--- config.mk ---
export PLATFORM = sky130hd
export DESIGN_NAME = pmwc_top
export DESIGN_NICKNAME = d
export VERILOG_FILES = /design/src/rtl/pmwc_pkg.sv /design/src/rtl/pmwc_top.sv
export SDC_FILE = /design/constraint.sdc
export NUM_CORES = 1
export LEC_CHECK = 0
export BUFFER_PORTS_ARGS = -buffer_cell sky130_fd_sc_hd__buf_2
export CAP_MARGIN = 20
export CORE_ASPECT_RATIO = 1.75
export CORE_UTILIZATION = 40
export CTS_BUF_LIST = sky130_fd_sc_hd__clkbuf_16
export DETAILED_ROUTE_END_ITERATION = 16
export PLACE_DENSITY = 0.65
export SYNTH_ARGS = -nofsm -noshare
export SYNTH_HDL_FRONTEND = slang
export SYNTH_SLANG_ARGS = --single-unit
--- constraint.sdc ---
create_clock -name pclk -period 3 [get_ports pclk]
set_clock_uncertainty 0.2 [all_clocks]
set_input_delay 0.3 -clock pclk [delete_from_list [all_inputs] [get_ports pclk]]
set_output_delay 0.3 -clock pclk [all_outputs]
set_load 0.02 [all_outputs]
--- src/rtl/pmwc_pkg.sv ---
package pmwc_pkg;
  localparam int APB_AW = 8;
  localparam logic [APB_AW-1:0] OFF_SYS_CLK_CTRL = 8'h00;
  localparam logic [APB_AW-1:0] OFF_FAST_OSC_CTRL = 8'h04;
  localparam logic [APB_AW-1:0] OFF_PORTA_WAKE = 8'h08;
  localparam logic [APB_AW-1:0] OFF_WDOG_CTRL = 8'h0C;
  localparam logic [APB_AW-1:0] OFF_STATUS = 8'h10;

  localparam int SEL_LSB = 5;
  localparam int SEL_MSB = 7;
  localparam int FAST_KEEP_BIT = 1;
  localparam int SLOW_KEEP_BIT = 0;
  localparam int FOSC_EN_BIT = 0;
  localparam int FOSC_STABLE_BIT = 1;
  localparam int WDT_WS_LSB = 0;
  localparam int WDT_WS_MSB = 2;
  localparam int WDT_WE_LSB = 3;
  localparam int WDT_WE_MSB = 7;
  localparam int STAT_PDF_BIT = 0;
  localparam int STAT_TO_BIT = 1;

  localparam logic [2:0] SEL_SLOW = 3'h7;
  localparam logic [2:0] SEL_RESET = 3'h1;
  localparam logic [4:0] WE_RESET = 5'h0A;
  localparam logic [2:0] WS_RESET = 3'h3;
  localparam logic FOSC_EN_RESET = 1'b1;

  localparam int WDT_W = 18;
  localparam logic [2:0] SWITCH_CYCLES = 3'h4;

  typedef enum logic [2:0] {
    PMWC_RUN,
    PMWC_SLEEP,
    PMWC_STBY_SLOW,
    PMWC_STBY_BOTH,
    PMWC_STBY_FAST
  } pmwc_mode_e;

  function automatic logic [4:0] pmwc_wdt_bits(input logic [2:0] ws);
    logic [4:0] r;
    r = 5'h08;
    unique case (ws)
      3'h0: r = 5'h08;
      3'h1: r = 5'h0A;
      3'h2: r = 5'h0C;
      3'h3: r = 5'h0E;
      3'h4: r = 5'h0F;
      3'h5: r = 5'h10;
      3'h6: r = 5'h11;
      3'h7: r = 5'h12;
    endcase
    return r;
  endfunction : pmwc_wdt_bits
endpackage : pmwc_pkg

--- src/rtl/pmwc_top.sv ---
`timescale 1ns/1ps
module pmwc_top #(
  parameter int PORT_W = 8,
  parameter int IRQ_W = 8
) (
  input wire logic pclk,
  input wire logic presetn,
  input wire logic psel,
  input wire logic penable,
  input wire logic pwrite,
  input wire logic [pmwc_pkg::APB_AW-1:0] paddr,
  input wire logic [31:0] pwdata,
  output logic [31:0] prdata,
  output logic pready,
  output logic pslverr,
  input wire logic halt_req,
  input wire logic clr_wdt_req,
  input wire logic [IRQ_W-1:0] irq_pending,
  input wire logic [IRQ_W-1:0] irq_enabled,
  input wire logic stack_full,
  input wire logic [PORT_W-1:0] porta_in,
  input wire logic slow_rc_clock,
  input wire logic slow_rc_stable,
  input wire logic fast_osc_ready,
  output logic [2:0] sysclk_active_select,
  output logic sysclk_is_slow,
  output logic fast_osc_run,
  output logic slow_osc_run,
  output logic cpu_stall,
  output logic io_hold,
  output logic resume_pulse,
  output logic irq_service_pulse,
  output logic pc_sp_reset_pulse,
  output logic wdt_reset_req,
  output pmwc_pkg::pmwc_mode_e power_mode
);
  import pmwc_pkg::*;

  localparam int NPIN = PORT_W + 3;

  logic [2:0] sel_reg;
  logic fast_keep_reg;
  logic slow_keep_reg;
  logic fosc_en_reg;
  logic fosc_stable_reg;
  logic [PORT_W-1:0] wake_en_reg;
  logic [4:0] wdt_we_reg;
  logic [2:0] wdt_ws_reg;
  logic pdf_reg;
  logic to_reg;
  logic [2:0] act_sel_reg;
  logic [2:0] sw_cnt_reg;
  logic [WDT_W-1:0] wdt_cnt_reg;
  logic [IRQ_W-1:0] irq_mask_reg;
  pmwc_mode_e mode_reg;
  logic [31:0] prdata_reg;
  logic pready_reg;
  logic pslverr_reg;
  logic resume_reg;
  logic irq_srv_reg;
  logic pcsp_reg;
  logic wdt_rst_reg;
  logic [IRQ_W-1:0] irq_prev_reg;

  // pin synchronisers with agreement filter
  logic [NPIN-1:0] pin_raw;
  logic [NPIN-1:0] pin_s1;
  logic [NPIN-1:0] pin_s2;
  logic [NPIN-1:0] pin_s3;
  logic [NPIN-1:0] pin_flt;
  logic [NPIN-1:0] pin_flt_prev;

  assign pin_raw = {slow_rc_clock, slow_rc_stable, fast_osc_ready, porta_in};

  genvar gi;
  generate
    for (gi = 0; gi < NPIN; gi++) begin : g_sync
      always_ff @(posedge pclk or negedge presetn) begin
        if (!presetn) begin
          pin_s1[gi] <= 1'b0;
          pin_s2[gi] <= 1'b0;
          pin_s3[gi] <= 1'b0;
          pin_flt[gi] <= 1'b0;
          pin_flt_prev[gi] <= 1'b0;
        end else begin
          pin_s1[gi] <= pin_raw[gi];
          pin_s2[gi] <= pin_s1[gi];
          pin_s3[gi] <= pin_s2[gi];
          if (pin_s2[gi] == pin_s3[gi]) begin
            pin_flt[gi] <= pin_s3[gi];
          end
          pin_flt_prev[gi] <= pin_flt[gi];
        end
      end
    end
  endgenerate

  logic [PORT_W-1:0] porta_fall;
  logic fosc_ready_s;
  logic srco_stable_s;
  logic slow_tick;

  assign porta_fall = pin_flt_prev[PORT_W-1:0] & ~pin_flt[PORT_W-1:0];
  assign fosc_ready_s = pin_flt[PORT_W];
  assign srco_stable_s = pin_flt[PORT_W+1];
  assign slow_tick = pin_flt[PORT_W+2] & ~pin_flt_prev[PORT_W+2];

  // apb decode
  logic apb_setup;
  logic apb_done;
  logic wr_done;
  logic addr_ok;

  assign apb_setup = psel & ~penable;
  assign apb_done = psel & penable & pready_reg;
  assign addr_ok = (paddr == OFF_SYS_CLK_CTRL) || (paddr == OFF_FAST_OSC_CTRL) ||
                   (paddr == OFF_PORTA_WAKE) || (paddr == OFF_WDOG_CTRL) ||
                   (paddr == OFF_STATUS);
  assign wr_done = apb_done & pwrite & addr_ok;

  logic [31:0] rd_val;
  always_comb begin
    rd_val = 32'h0000_0000;
    unique case (paddr)
      OFF_SYS_CLK_CTRL: begin
        rd_val[SEL_MSB:SEL_LSB] = sel_reg;
        rd_val[FAST_KEEP_BIT] = fast_keep_reg;
        rd_val[SLOW_KEEP_BIT] = slow_keep_reg;
      end
      OFF_FAST_OSC_CTRL: begin
        rd_val[FOSC_EN_BIT] = fosc_en_reg;
        rd_val[FOSC_STABLE_BIT] = fosc_stable_reg;
      end
      OFF_PORTA_WAKE: rd_val[PORT_W-1:0] = wake_en_reg;
      OFF_WDOG_CTRL: begin
        rd_val[WDT_WE_MSB:WDT_WE_LSB] = wdt_we_reg;
        rd_val[WDT_WS_MSB:WDT_WS_LSB] = wdt_ws_reg;
      end
      OFF_STATUS: begin
        rd_val[STAT_PDF_BIT] = pdf_reg;
        rd_val[STAT_TO_BIT] = to_reg;
      end
      default: rd_val = 32'h0000_0000;
    endcase
  end

  always_ff @(posedge pclk or negedge presetn) begin
    if (!presetn) begin
      pready_reg <= 1'b0;
      prdata_reg <= 32'h0000_0000;
      pslverr_reg <= 1'b0;
    end else begin
      pready_reg <= apb_setup;
      if (apb_setup) begin
        prdata_reg <= pwrite ? 32'h0000_0000 : rd_val;
        pslverr_reg <= ~addr_ok;
      end else if (apb_done) begin
        pslverr_reg <= 1'b0;
      end
    end
  end

  logic halting;
  assign halting = halt_req && (mode_reg == PMWC_RUN);

  // software writes are held off while halted
  always_ff @(posedge pclk or negedge presetn) begin
    if (!presetn) begin
      sel_reg <= SEL_RESET;
      fast_keep_reg <= 1'b0;
      slow_keep_reg <= 1'b0;
      fosc_en_reg <= FOSC_EN_RESET;
      wake_en_reg <= '0;
      wdt_we_reg <= WE_RESET;
      wdt_ws_reg <= WS_RESET;
    end else if (wr_done && (mode_reg == PMWC_RUN)) begin
      unique case (paddr)
        OFF_SYS_CLK_CTRL: begin
          sel_reg <= pwdata[SEL_MSB:SEL_LSB];
          fast_keep_reg <= pwdata[FAST_KEEP_BIT];
          slow_keep_reg <= pwdata[SLOW_KEEP_BIT];
        end
        OFF_FAST_OSC_CTRL: fosc_en_reg <= pwdata[FOSC_EN_BIT];
        OFF_PORTA_WAKE: wake_en_reg <= pwdata[PORT_W-1:0];
        OFF_WDOG_CTRL: begin
          wdt_we_reg <= pwdata[WDT_WE_MSB:WDT_WE_LSB];
          wdt_ws_reg <= pwdata[WDT_WS_MSB:WDT_WS_LSB];
        end
        default: ;
      endcase
    end
  end

  // fast oscillator stable flag
  logic fosc_en_rise;
  assign fosc_en_rise = wr_done && (paddr == OFF_FAST_OSC_CTRL) && pwdata[FOSC_EN_BIT] &&
                        !fosc_en_reg && (mode_reg == PMWC_RUN);

  always_ff @(posedge pclk or negedge presetn) begin
    if (!presetn) begin
      fosc_stable_reg <= 1'b0;
    end else if (fosc_en_rise || !fosc_en_reg || !fast_osc_run) begin
      fosc_stable_reg <= 1'b0;
    end else if (fosc_ready_s) begin
      fosc_stable_reg <= 1'b1;
    end
  end

  // clock switch: delay, then wait for the target oscillator
  logic target_ok;
  assign target_ok = (sel_reg == SEL_SLOW) ? srco_stable_s : fosc_stable_reg;

  always_ff @(posedge pclk or negedge presetn) begin
    if (!presetn) begin
      act_sel_reg <= SEL_RESET;
      sw_cnt_reg <= 3'h0;
    end else if (sel_reg == act_sel_reg) begin
      sw_cnt_reg <= 3'h0;
    end else if (sw_cnt_reg < SWITCH_CYCLES) begin
      sw_cnt_reg <= sw_cnt_reg + 3'h1;
    end else if (target_ok) begin
      act_sel_reg <= sel_reg;
      sw_cnt_reg <= 3'h0;
    end
  end

  // watchdog counter on slow rc ticks
  logic [4:0] wdt_bits;
  logic wdt_ovf;
  assign wdt_bits = pmwc_wdt_bits(wdt_ws_reg);
  assign wdt_ovf = slow_tick && (wdt_cnt_reg == ((WDT_W'(1) << wdt_bits) - WDT_W'(1)));

  always_ff @(posedge pclk or negedge presetn) begin
    if (!presetn) begin
      wdt_cnt_reg <= '0;
    end else if (halting || clr_wdt_req || wdt_ovf) begin
      wdt_cnt_reg <= '0;
    end else if (slow_tick) begin
      wdt_cnt_reg <= wdt_cnt_reg + WDT_W'(1);
    end
  end

  // wake sources
  logic [IRQ_W-1:0] irq_new;
  logic pin_wake;
  logic irq_wake;
  logic irq_take;
  logic is_halted;

  assign is_halted = (mode_reg != PMWC_RUN);
  assign irq_new = irq_pending & ~irq_mask_reg & ~irq_prev_reg;
  assign pin_wake = |(porta_fall & wake_en_reg);
  assign irq_wake = |irq_new;
  assign irq_take = |(irq_new & irq_enabled) && !stack_full;

  always_ff @(posedge pclk or negedge presetn) begin
    if (!presetn) begin
      irq_prev_reg <= '0;
    end else begin
      irq_prev_reg <= irq_pending;
    end
  end

  always_ff @(posedge pclk or negedge presetn) begin
    if (!presetn) begin
      irq_mask_reg <= '0;
    end else if (halting) begin
      irq_mask_reg <= irq_pending;
    end
  end

  always_ff @(posedge pclk or negedge presetn) begin
    if (!presetn) begin
      mode_reg <= PMWC_RUN;
    end else if (halting) begin
      unique case ({fast_keep_reg, slow_keep_reg})
        2'b00: mode_reg <= PMWC_SLEEP;
        2'b01: mode_reg <= PMWC_STBY_SLOW;
        2'b11: mode_reg <= PMWC_STBY_BOTH;
        2'b10: mode_reg <= PMWC_STBY_FAST;
      endcase
    end else if (is_halted && (wdt_ovf || irq_wake || pin_wake)) begin
      mode_reg <= PMWC_RUN;
    end
  end

  // wake actions: watchdog over interrupt over pin
  always_ff @(posedge pclk or negedge presetn) begin
    if (!presetn) begin
      resume_reg <= 1'b0;
      irq_srv_reg <= 1'b0;
      pcsp_reg <= 1'b0;
      wdt_rst_reg <= 1'b0;
    end else begin
      resume_reg <= 1'b0;
      irq_srv_reg <= 1'b0;
      pcsp_reg <= 1'b0;
      wdt_rst_reg <= wdt_ovf && !is_halted;
      if (is_halted) begin
        if (wdt_ovf) begin
          pcsp_reg <= 1'b1;
        end else if (irq_wake) begin
          irq_srv_reg <= irq_take;
          resume_reg <= !irq_take;
        end else if (pin_wake) begin
          resume_reg <= 1'b1;
        end
      end
    end
  end

  // status flags: set wins over clear
  always_ff @(posedge pclk or negedge presetn) begin
    if (!presetn) begin
      pdf_reg <= 1'b0;
    end else if (halting) begin
      pdf_reg <= 1'b1;
    end else if (clr_wdt_req) begin
      pdf_reg <= 1'b0;
    end
  end

  always_ff @(posedge pclk or negedge presetn) begin
    if (!presetn) begin
      to_reg <= 1'b0;
    end else if (wdt_ovf) begin
      to_reg <= 1'b1;
    end else if (halting) begin
      to_reg <= 1'b0;
    end
  end

  // oscillator run and stall outputs
  logic fast_run_next;
  logic slow_run_next;
  always_comb begin
    fast_run_next = fosc_en_reg;
    slow_run_next = 1'b1;
    if (mode_reg inside {PMWC_SLEEP, PMWC_STBY_SLOW}) begin
      fast_run_next = 1'b0;
    end
    if (mode_reg inside {PMWC_SLEEP, PMWC_STBY_FAST}) begin
      slow_run_next = 1'b0;
    end
  end

  always_ff @(posedge pclk or negedge presetn) begin
    if (!presetn) begin
      fast_osc_run <= FOSC_EN_RESET;
      slow_osc_run <= 1'b1;
      cpu_stall <= 1'b0;
      io_hold <= 1'b0;
      sysclk_active_select <= SEL_RESET;
      sysclk_is_slow <= 1'b0;
    end else begin
      fast_osc_run <= fast_run_next;
      slow_osc_run <= slow_run_next;
      cpu_stall <= is_halted || halting;
      io_hold <= is_halted || halting;
      sysclk_active_select <= act_sel_reg;
      sysclk_is_slow <= (act_sel_reg == SEL_SLOW);
    end
  end

  assign prdata = prdata_reg;
  assign pready = pready_reg;
  assign pslverr = pslverr_reg;
  assign resume_pulse = resume_reg;
  assign irq_service_pulse = irq_srv_reg;
  assign pc_sp_reset_pulse = pcsp_reg;
  assign wdt_reset_req = wdt_rst_reg;
  assign power_mode = mode_reg;

endmodule : pmwc_top

==> results.sh, run 1 <==
export IMPL_status="complete, no violations"
export IMPL_num_antenna_cells=0
export IMPL_drtAntennaViolNets=0
export IMPL_grt_antenna_before_repair=0
export IMPL_grt_max_degree=69
export IMPL_final_common_cell="dfrtp_1"
export IMPL_cts_sinks=142
export IMPL_ys_async_sr_fraction_pct=100
export IMPL_holdCritPathClass="in2reg"
export IMPL_crit_slowest_cell="dfstp_2"
export IMPL_relSlewSlack_pct=60.8
export IMPL_grt_ovfl_total=0
export IMPL_reg2reg_slack_ns=0.13
export IMPL_port_buffers=75
export IMPL_postCtsSetupBuffers=0
export IMPL_crit_chain="inv_1 -> ha_1 -> and2_1 -> a211oi_1 -> o32ai_1 -> or4_1 -> a32o_1"
export IMPL_setup_slack_ns=0.135
export IMPL_grt_usage_pct=16.2
export IMPL_cts_tree="done"
export IMPL_synth_seq_cells=142
export IMPL_leakagePower_nw=3.46
export IMPL_gp_congestion=0.775
export IMPL_cap_violations=0
export IMPL_synthesis_area_mm2=0.00588
export IMPL_timing_hold_violations_final=0
export IMPL_vias=3944
export IMPL_ys_seq_area_share_pct=60.6
export IMPL_dr_pass1_iters=4
export IMPL_syn_area_per_cell_um2=12.1
export IMPL_tightest_slew_ns=0.584
export IMPL_ys_warn_count=0
export IMPL_nets=679
export IMPL_fin_crit_sh_pct=95.5
export IMPL_critPathMaxStageDelay_ns=0.62
export IMPL_setup_viol=0
export IMPL_reg2reg_from="wdt_ws_reg[0]"
export IMPL_ios=124
export IMPL_fin_crit_ns=2.87
export IMPL_cts_max_path_buffers=2
export IMPL_synth_edf_count=0
export IMPL_grt_pass1_wl_um=19000
export IMPL_path_buf_inv=1
export IMPL_min_delay_start="pwdata[0]"
export IMPL_routedWlPerCell_um=14.4
export IMPL_hpwlAfterDp_um=8200
export IMPL_crit_type="reg2reg"
export IMPL_hold_depth=2
export IMPL_drt_iter0_drc=193
export IMPL_cts_buffers=17
export IMPL_wirelength_um=11400
export IMPL_ir_drop_uv=319
export IMPL_grt_pass1_vias=4082
export IMPL_worstSkewPairLatency_ns=0.41
export IMPL_dp_slack_ns=0.162
export IMPL_initial_core_util_pct=40.9
export IMPL_synth_cell_types=55
export IMPL_max_freq_mhz=349
export IMPL_dieArea_mm2=0.0152
export IMPL_drive_above_1_share_pct=25.6
export IMPL_p_per_area_mw_per_mm2=654
export IMPL_slew_viol_final=0
export IMPL_r2r_end="power_mode[2]"
export IMPL_area_delta_synth_final_pct=23.7
export IMPL_row_count=58
export IMPL_crit_family="simple AND/OR/NAND/NOR gates"
export IMPL_dieHeight_um=162
export IMPL_largest_reg_flops=18
export IMPL_crit_required_ns=3.09
export IMPL_final_cell_mix="dfrtp_1, buf_2, nand2_1, dlygate4sd3_1, nor3_1"
export IMPL_gr_usage_met3_pct=3.45
export IMPL_endpoint_kind="register"
export IMPL_use_met1_pct=18.1
export IMPL_worstPathArrival_ns=2.96
export IMPL_syn_inst=485
export IMPL_worstPathMaxFanout=10
export IMPL_die_x_um=93.7
export IMPL_start_kind="register"
export IMPL_hold_path_endpoint="wdt_ws_reg[0]"
export IMPL_rsz0062_at_grt="no"
export IMPL_use_met2_pct=28.9
export IMPL_htreeDepth=4
export IMPL_core_mm2=0.0144
export IMPL_clkTransAtPathRegs_ns=0.06
export IMPL_setup_tns_ns=0
export IMPL_ff2ff_path_depth=7
export IMPL_grt_busiest_layer="met2"
export IMPL_clockRootBuffer="clkbuf_16"
export IMPL_synthFlopType="dfrtp_1"
export IMPL_drc=0
export IMPL_via_per_inst=4.99
synthesized netlist by cell type, types with 2 or more instances:
cell        n  area (µm²)
nor3_1     29         145
nor4_1      2        12.5
a21oi_1     6        30.0
and3_1      4        25.0
mux2_2     28         315
mux2i_1     7        70.1
buf_1       2        7.51
ha_1        7        87.6
inv_1      15        56.3
a211oi_1    3        22.5
nand4_1     8        50.1
nand2_1    50         188
and3b_1     3        26.3
a32o_1      2        20.0
clkbuf_1   10        37.5
maj3_1     11         110
nor3b_1    10        75.1
xnor2_1    12         105
o31ai_1     2        15.0
nor2b_1     4        25.0
xor2_1     11        96.3
dfstp_2    10         263
a31oi_1     4        25.0
nand3b_1    4        30.0
nor2_1     15        56.3
and4_1      3        26.3
or4_1       4        30.0
a22o_1      2        17.5
buf_2       4        20.0
nand2b_1    4        25.0
a22oi_1     4        30.0
dfrtp_1   132        3300
and2_1      4        25.0
a221oi_1    2        17.5
buf_4      25         188
or2_2       2        12.5
nand3_1    11        55.1
o21ai_0    12        60.1
worst reg2reg max path, cell delays in order (launching register included):
cell and delay (ns):
dfstp_2 0.62, inv_1 0.07, ha_1 0.35, and2_1 0.21, a211oi_1 0.25, o32ai_1 0.15
or4_1 0.60, a32o_1 0.30
worst max-delay path by stage:
stage                  startpoint  cells past startpoint  slack [ns]            end
floorplan           wdt_ws_reg[0]                      9        0.30  power_mode[0]
global placement    wdt_ws_reg[0]                      7        0.23  power_mode[2]
detailed placement  wdt_ws_reg[0]                      7        0.16  power_mode[2]
CTS                 wdt_ws_reg[0]                      7        0.15  power_mode[2]
global route        wdt_ws_reg[0]                      7        0.04  power_mode[0]
finish              wdt_ws_reg[0]                      7        0.13  power_mode[2]
cells by family after synthesis:
group	count (synthesis)	synth area share [%]
simple gates	162	14.4
flops	142	60.6
buf+inv	57	5.45
compound gates	45	5.26
mux	37	7.38
xor+xnor	23	3.43
fa+ha+maj	18	3.36
other cells	1	0.0638
layer usage:
layer  vias up  wire (µm)  part of all wire, %
li1       1872          -                    -
met1      1959       4520                   40
met2        91       6180                   54
met3        22        378                  3.3
met4         0        321                  2.8
met5         -          0                    0
report_power, final:
part | internal, mW | switching [mW]
registers | 2.07 | 0.0834
logic | 0.192 | 0.310
clock network | 1.31 | 0.799
repair_timing:
item,in CTS,in global routing
resized for setup,0,0
hold buffers,30,0
hold endpoints to repair,107,0
metrics by stage:
stage | utilization [%] | hold WS, ns | std cells | cell area [µm²] | total power, mW
after global placement | 44.4 | 0.117 | 728 | 6370 | 2.64
final | 50.6 | 0.00761 | 790 | 7270 | 4.76
after floorplan | - | -0.196 | 508 | 5970 | 2.47
after detailed placement | 44.4 | 0.132 | 728 | 6370 | 2.66
after CTS | 50.6 | 0.00219 | 790 | 7270 | 4.81
after global routing | 50.6 | 0.0281 | 790 | 7270 | 4.95
cell type report:
type	count	area [µm²]
clock buffer	17	425
clock inverter	15	171
fill	1254	7100
inverter	15	56.3
multi-input combinational	309	2090
sequential	142	3570
tap	180	225
timing repair buffer	112	734
Note: power is estimated with default switching activity, not from simulation.
==> inputs of run 2 (changes only) <==
--- a/config.mk
+++ b/config.mk
@@ -12,6 +12,7 @@
 export CTS_BUF_LIST = sky130_fd_sc_hd__clkbuf_16
 export DETAILED_ROUTE_END_ITERATION = 16
 export PLACE_DENSITY = 0.65
+export RECOVER_POWER = 100
 export SYNTH_ARGS = -nofsm -noshare
 export SYNTH_HDL_FRONTEND = slang
 export SYNTH_SLANG_ARGS = --single-unit
==> run 2 against run 1 <==
The flow now finishes with violations (max-capacitance violations, max-slew violations). Design area is 0.91% lower. Routed wire length about the same. Register-to-register slack about the same. Critical path type unchanged. Sequential cell count unchanged. Non-clock buffer count unchanged. Hold slack gained 0.0022 ns.
==> results.sh, run 2 (synthesized netlist as in run 1, its figures left out) <==
export IMPL_status="complete, but fails checks"
export IMPL_violations="max-capacitance violations, max-slew violations"
export IMPL_grt_ovfl_total=0
export IMPL_num_antenna_cells=0
export IMPL_reg2reg_slack_ns=0.14
export IMPL_vias=3934
export IMPL_worstSkewPairLatency_ns=0.41
export IMPL_row_count=58
export IMPL_drc=0
export IMPL_grt_pass1_vias=4082
export IMPL_initial_core_util_pct=40.9
export IMPL_p_per_area_mw_per_mm2=657
export IMPL_via_per_inst=4.98
export IMPL_max_freq_mhz=349
export IMPL_cts_tree="done"
export IMPL_slew_viol_final=69
export IMPL_grt_pass1_wl_um=19000
export IMPL_setup_tns_ns=0
export IMPL_setup_viol=0
export IMPL_crit_family="simple AND/OR/NAND/NOR gates"
export IMPL_nets=679
export IMPL_largest_reg_flops=18
export IMPL_cp_startpoint="wdt_ws_reg[0]"
export IMPL_final_cell_mix="dfrtp_1, nand2_1, buf_2, clkbuf_1, dlygate4sd3_1"
export IMPL_drive_above_1_share_pct=19.2
export IMPL_fin_crit_sh_pct=95.4
export IMPL_grt_max_degree=69
export IMPL_timing_hold_violations_final=0
export IMPL_final_common_cell="dfrtp_1"
export IMPL_worstPathMaxFanout=10
export IMPL_crit_required_ns=3.09
export IMPL_worstPathArrival_ns=2.95
export IMPL_path_depth=7
export IMPL_fillCellCount=1277
export IMPL_relSlewSlack_pct=-6.76
export IMPL_grt_usage_pct=16.2
export IMPL_cts_max_path_buffers=2
export IMPL_routedWlPerCell_um=14.4
export IMPL_r2r_end="power_mode[2]"
export IMPL_fin_crit_ns=2.86
export IMPL_tightest_slew_ns=1.60
export IMPL_path_buf_inv=1
export IMPL_holdCritPathClass="in2reg"
export IMPL_wirelength_um=11400
export IMPL_crit_type="reg2reg"
export IMPL_core_mm2=0.0144
export IMPL_crit_slowest_cell="dfstp_2"
export IMPL_dieHeight_um=162
export IMPL_clkTransAtPathRegs_ns=0.06
export IMPL_cts_sinks=142
export IMPL_cts_buffers=17
export IMPL_area_delta_synth_final_pct=22.5
export IMPL_dieArea_mm2=0.0152
export IMPL_ctsResizeCount=0
export IMPL_dr_pass1_iters=4
export IMPL_critPathMaxStageDelay_ns=0.62
export IMPL_rsz0062_at_grt="no"
export IMPL_ir_drop_uv=319
export IMPL_ios=124
export IMPL_gp_congestion=0.775
export IMPL_drtAntennaViolNets=0
export IMPL_port_buffers=75
export IMPL_htreeDepth=4
export IMPL_crit_end="power_mode[2]"
export IMPL_fin_util_pct=50.1
export IMPL_leakagePower_nw=3.32
export IMPL_start_kind="register"
export IMPL_die_x_um=93.7
export IMPL_endpoint_kind="register"
export IMPL_crit_chain="inv_1 -> ha_1 -> and2_1 -> a211oi_1 -> o32ai_1 -> or4_1 -> a32o_1"
export IMPL_clockRootBuffer="clkbuf_16"
export IMPL_cap_violations=1
export IMPL_drt_iter0_drc=183
export IMPL_ff2ff_path_depth=7
export IMPL_hpwlAfterDp_um=8200
export IMPL_grt_antenna_before_repair=0
export IMPL_reg2reg_from="wdt_ws_reg[0]"
==> run 2: cell types whose count changed in the layout (fill, tap and decap cells not counted), moves of 3 or more <==
cell      previous run  this run
clkbuf_1             0        36
buf_2               74        41
buf_4                7         1
clkbuf_2             0         4
dfstp_1              0         3
dfstp_2             10         7
==> run 2: final cells by class <==
type | count | area [µm²] | share of cell area, %
tap | 180 | 225 | 3.13
clock buffer | 17 | 425 | 5.90
multi-input combinational | 309 | 2090 | 29.1
inverter | 15 | 56.3 | 0.781
timing repair buffer | 112 | 668 | 9.27
clock inverter | 15 | 171 | 2.38
sequential | 142 | 3570 | 49.5
==> run 2: power by group <==
part | total [mW] | leakage (nW) | internal (mW) | switching [mW]
Combinational | 0.485 | 1.24 | 0.173 | 0.311
Clock | 2.10 | 0.298 | 1.31 | 0.797
Sequential | 2.15 | 1.78 | 2.07 | 0.0846
Total | 4.74 | 3.32 | 3.54 | 1.19
==> run 2: metrics by stage <==
stage	setup WS, ns	hold slack (ns)	total power [mW]	instances	cell area, µm²
after global placement	0.229	0.117	2.64	728	6370
after floorplan	0.296	-0.196	2.47	508	5970
after global routing	0.0386	0.0292	4.93	790	7210
final	0.138	0.00977	4.74	790	7210
after CTS	0.151	0.00219	4.81	790	7270
after detailed placement	0.162	0.132	2.66	728	6370
==> run 2: layer usage <==
metal,track usage (%),vias to the layer above,share of wire [%]
met5,0,-,0
met3,3.45,23,3.4
met2,28.9,96,54
met1,18.1,1944,40
met4,7.62,0,2.9
li1,-,1871,-
==> run 2: worst reg2reg max path, cell delays in order (launching register included) <==
cell and delay [ns]:
dfstp_2 0.62, inv_1 0.07, ha_1 0.35, and2_1 0.20, a211oi_1 0.25, o32ai_1 0.15, or4_1 0.60, a32o_1 0.30
==> run 2: how the worst min path moves through the flow <==
stage,slack [ns],depth (start not counted),startpoint,to
2_1_floorplan,-0.20,0,presetn,act_sel_reg[1]
3_3_place_gp,0.12,1,presetn,sysclk_is_slow
3_5_place_dp,0.13,1,presetn,sysclk_is_slow
4_1_cts,0.002,2,pwdata[0],wdt_ws_reg[0]
5_1_grt,0.03,2,pwdata[0],slow_keep_reg
6_report,0.01,2,pwdata[0],wdt_ws_reg[0]
==> run 2: repair_timing <==
action                                 4_1_cts  5_1_grt
setup buffers                                0        0
hold buffers                                30        0
endpoints found under the hold margin      107        0
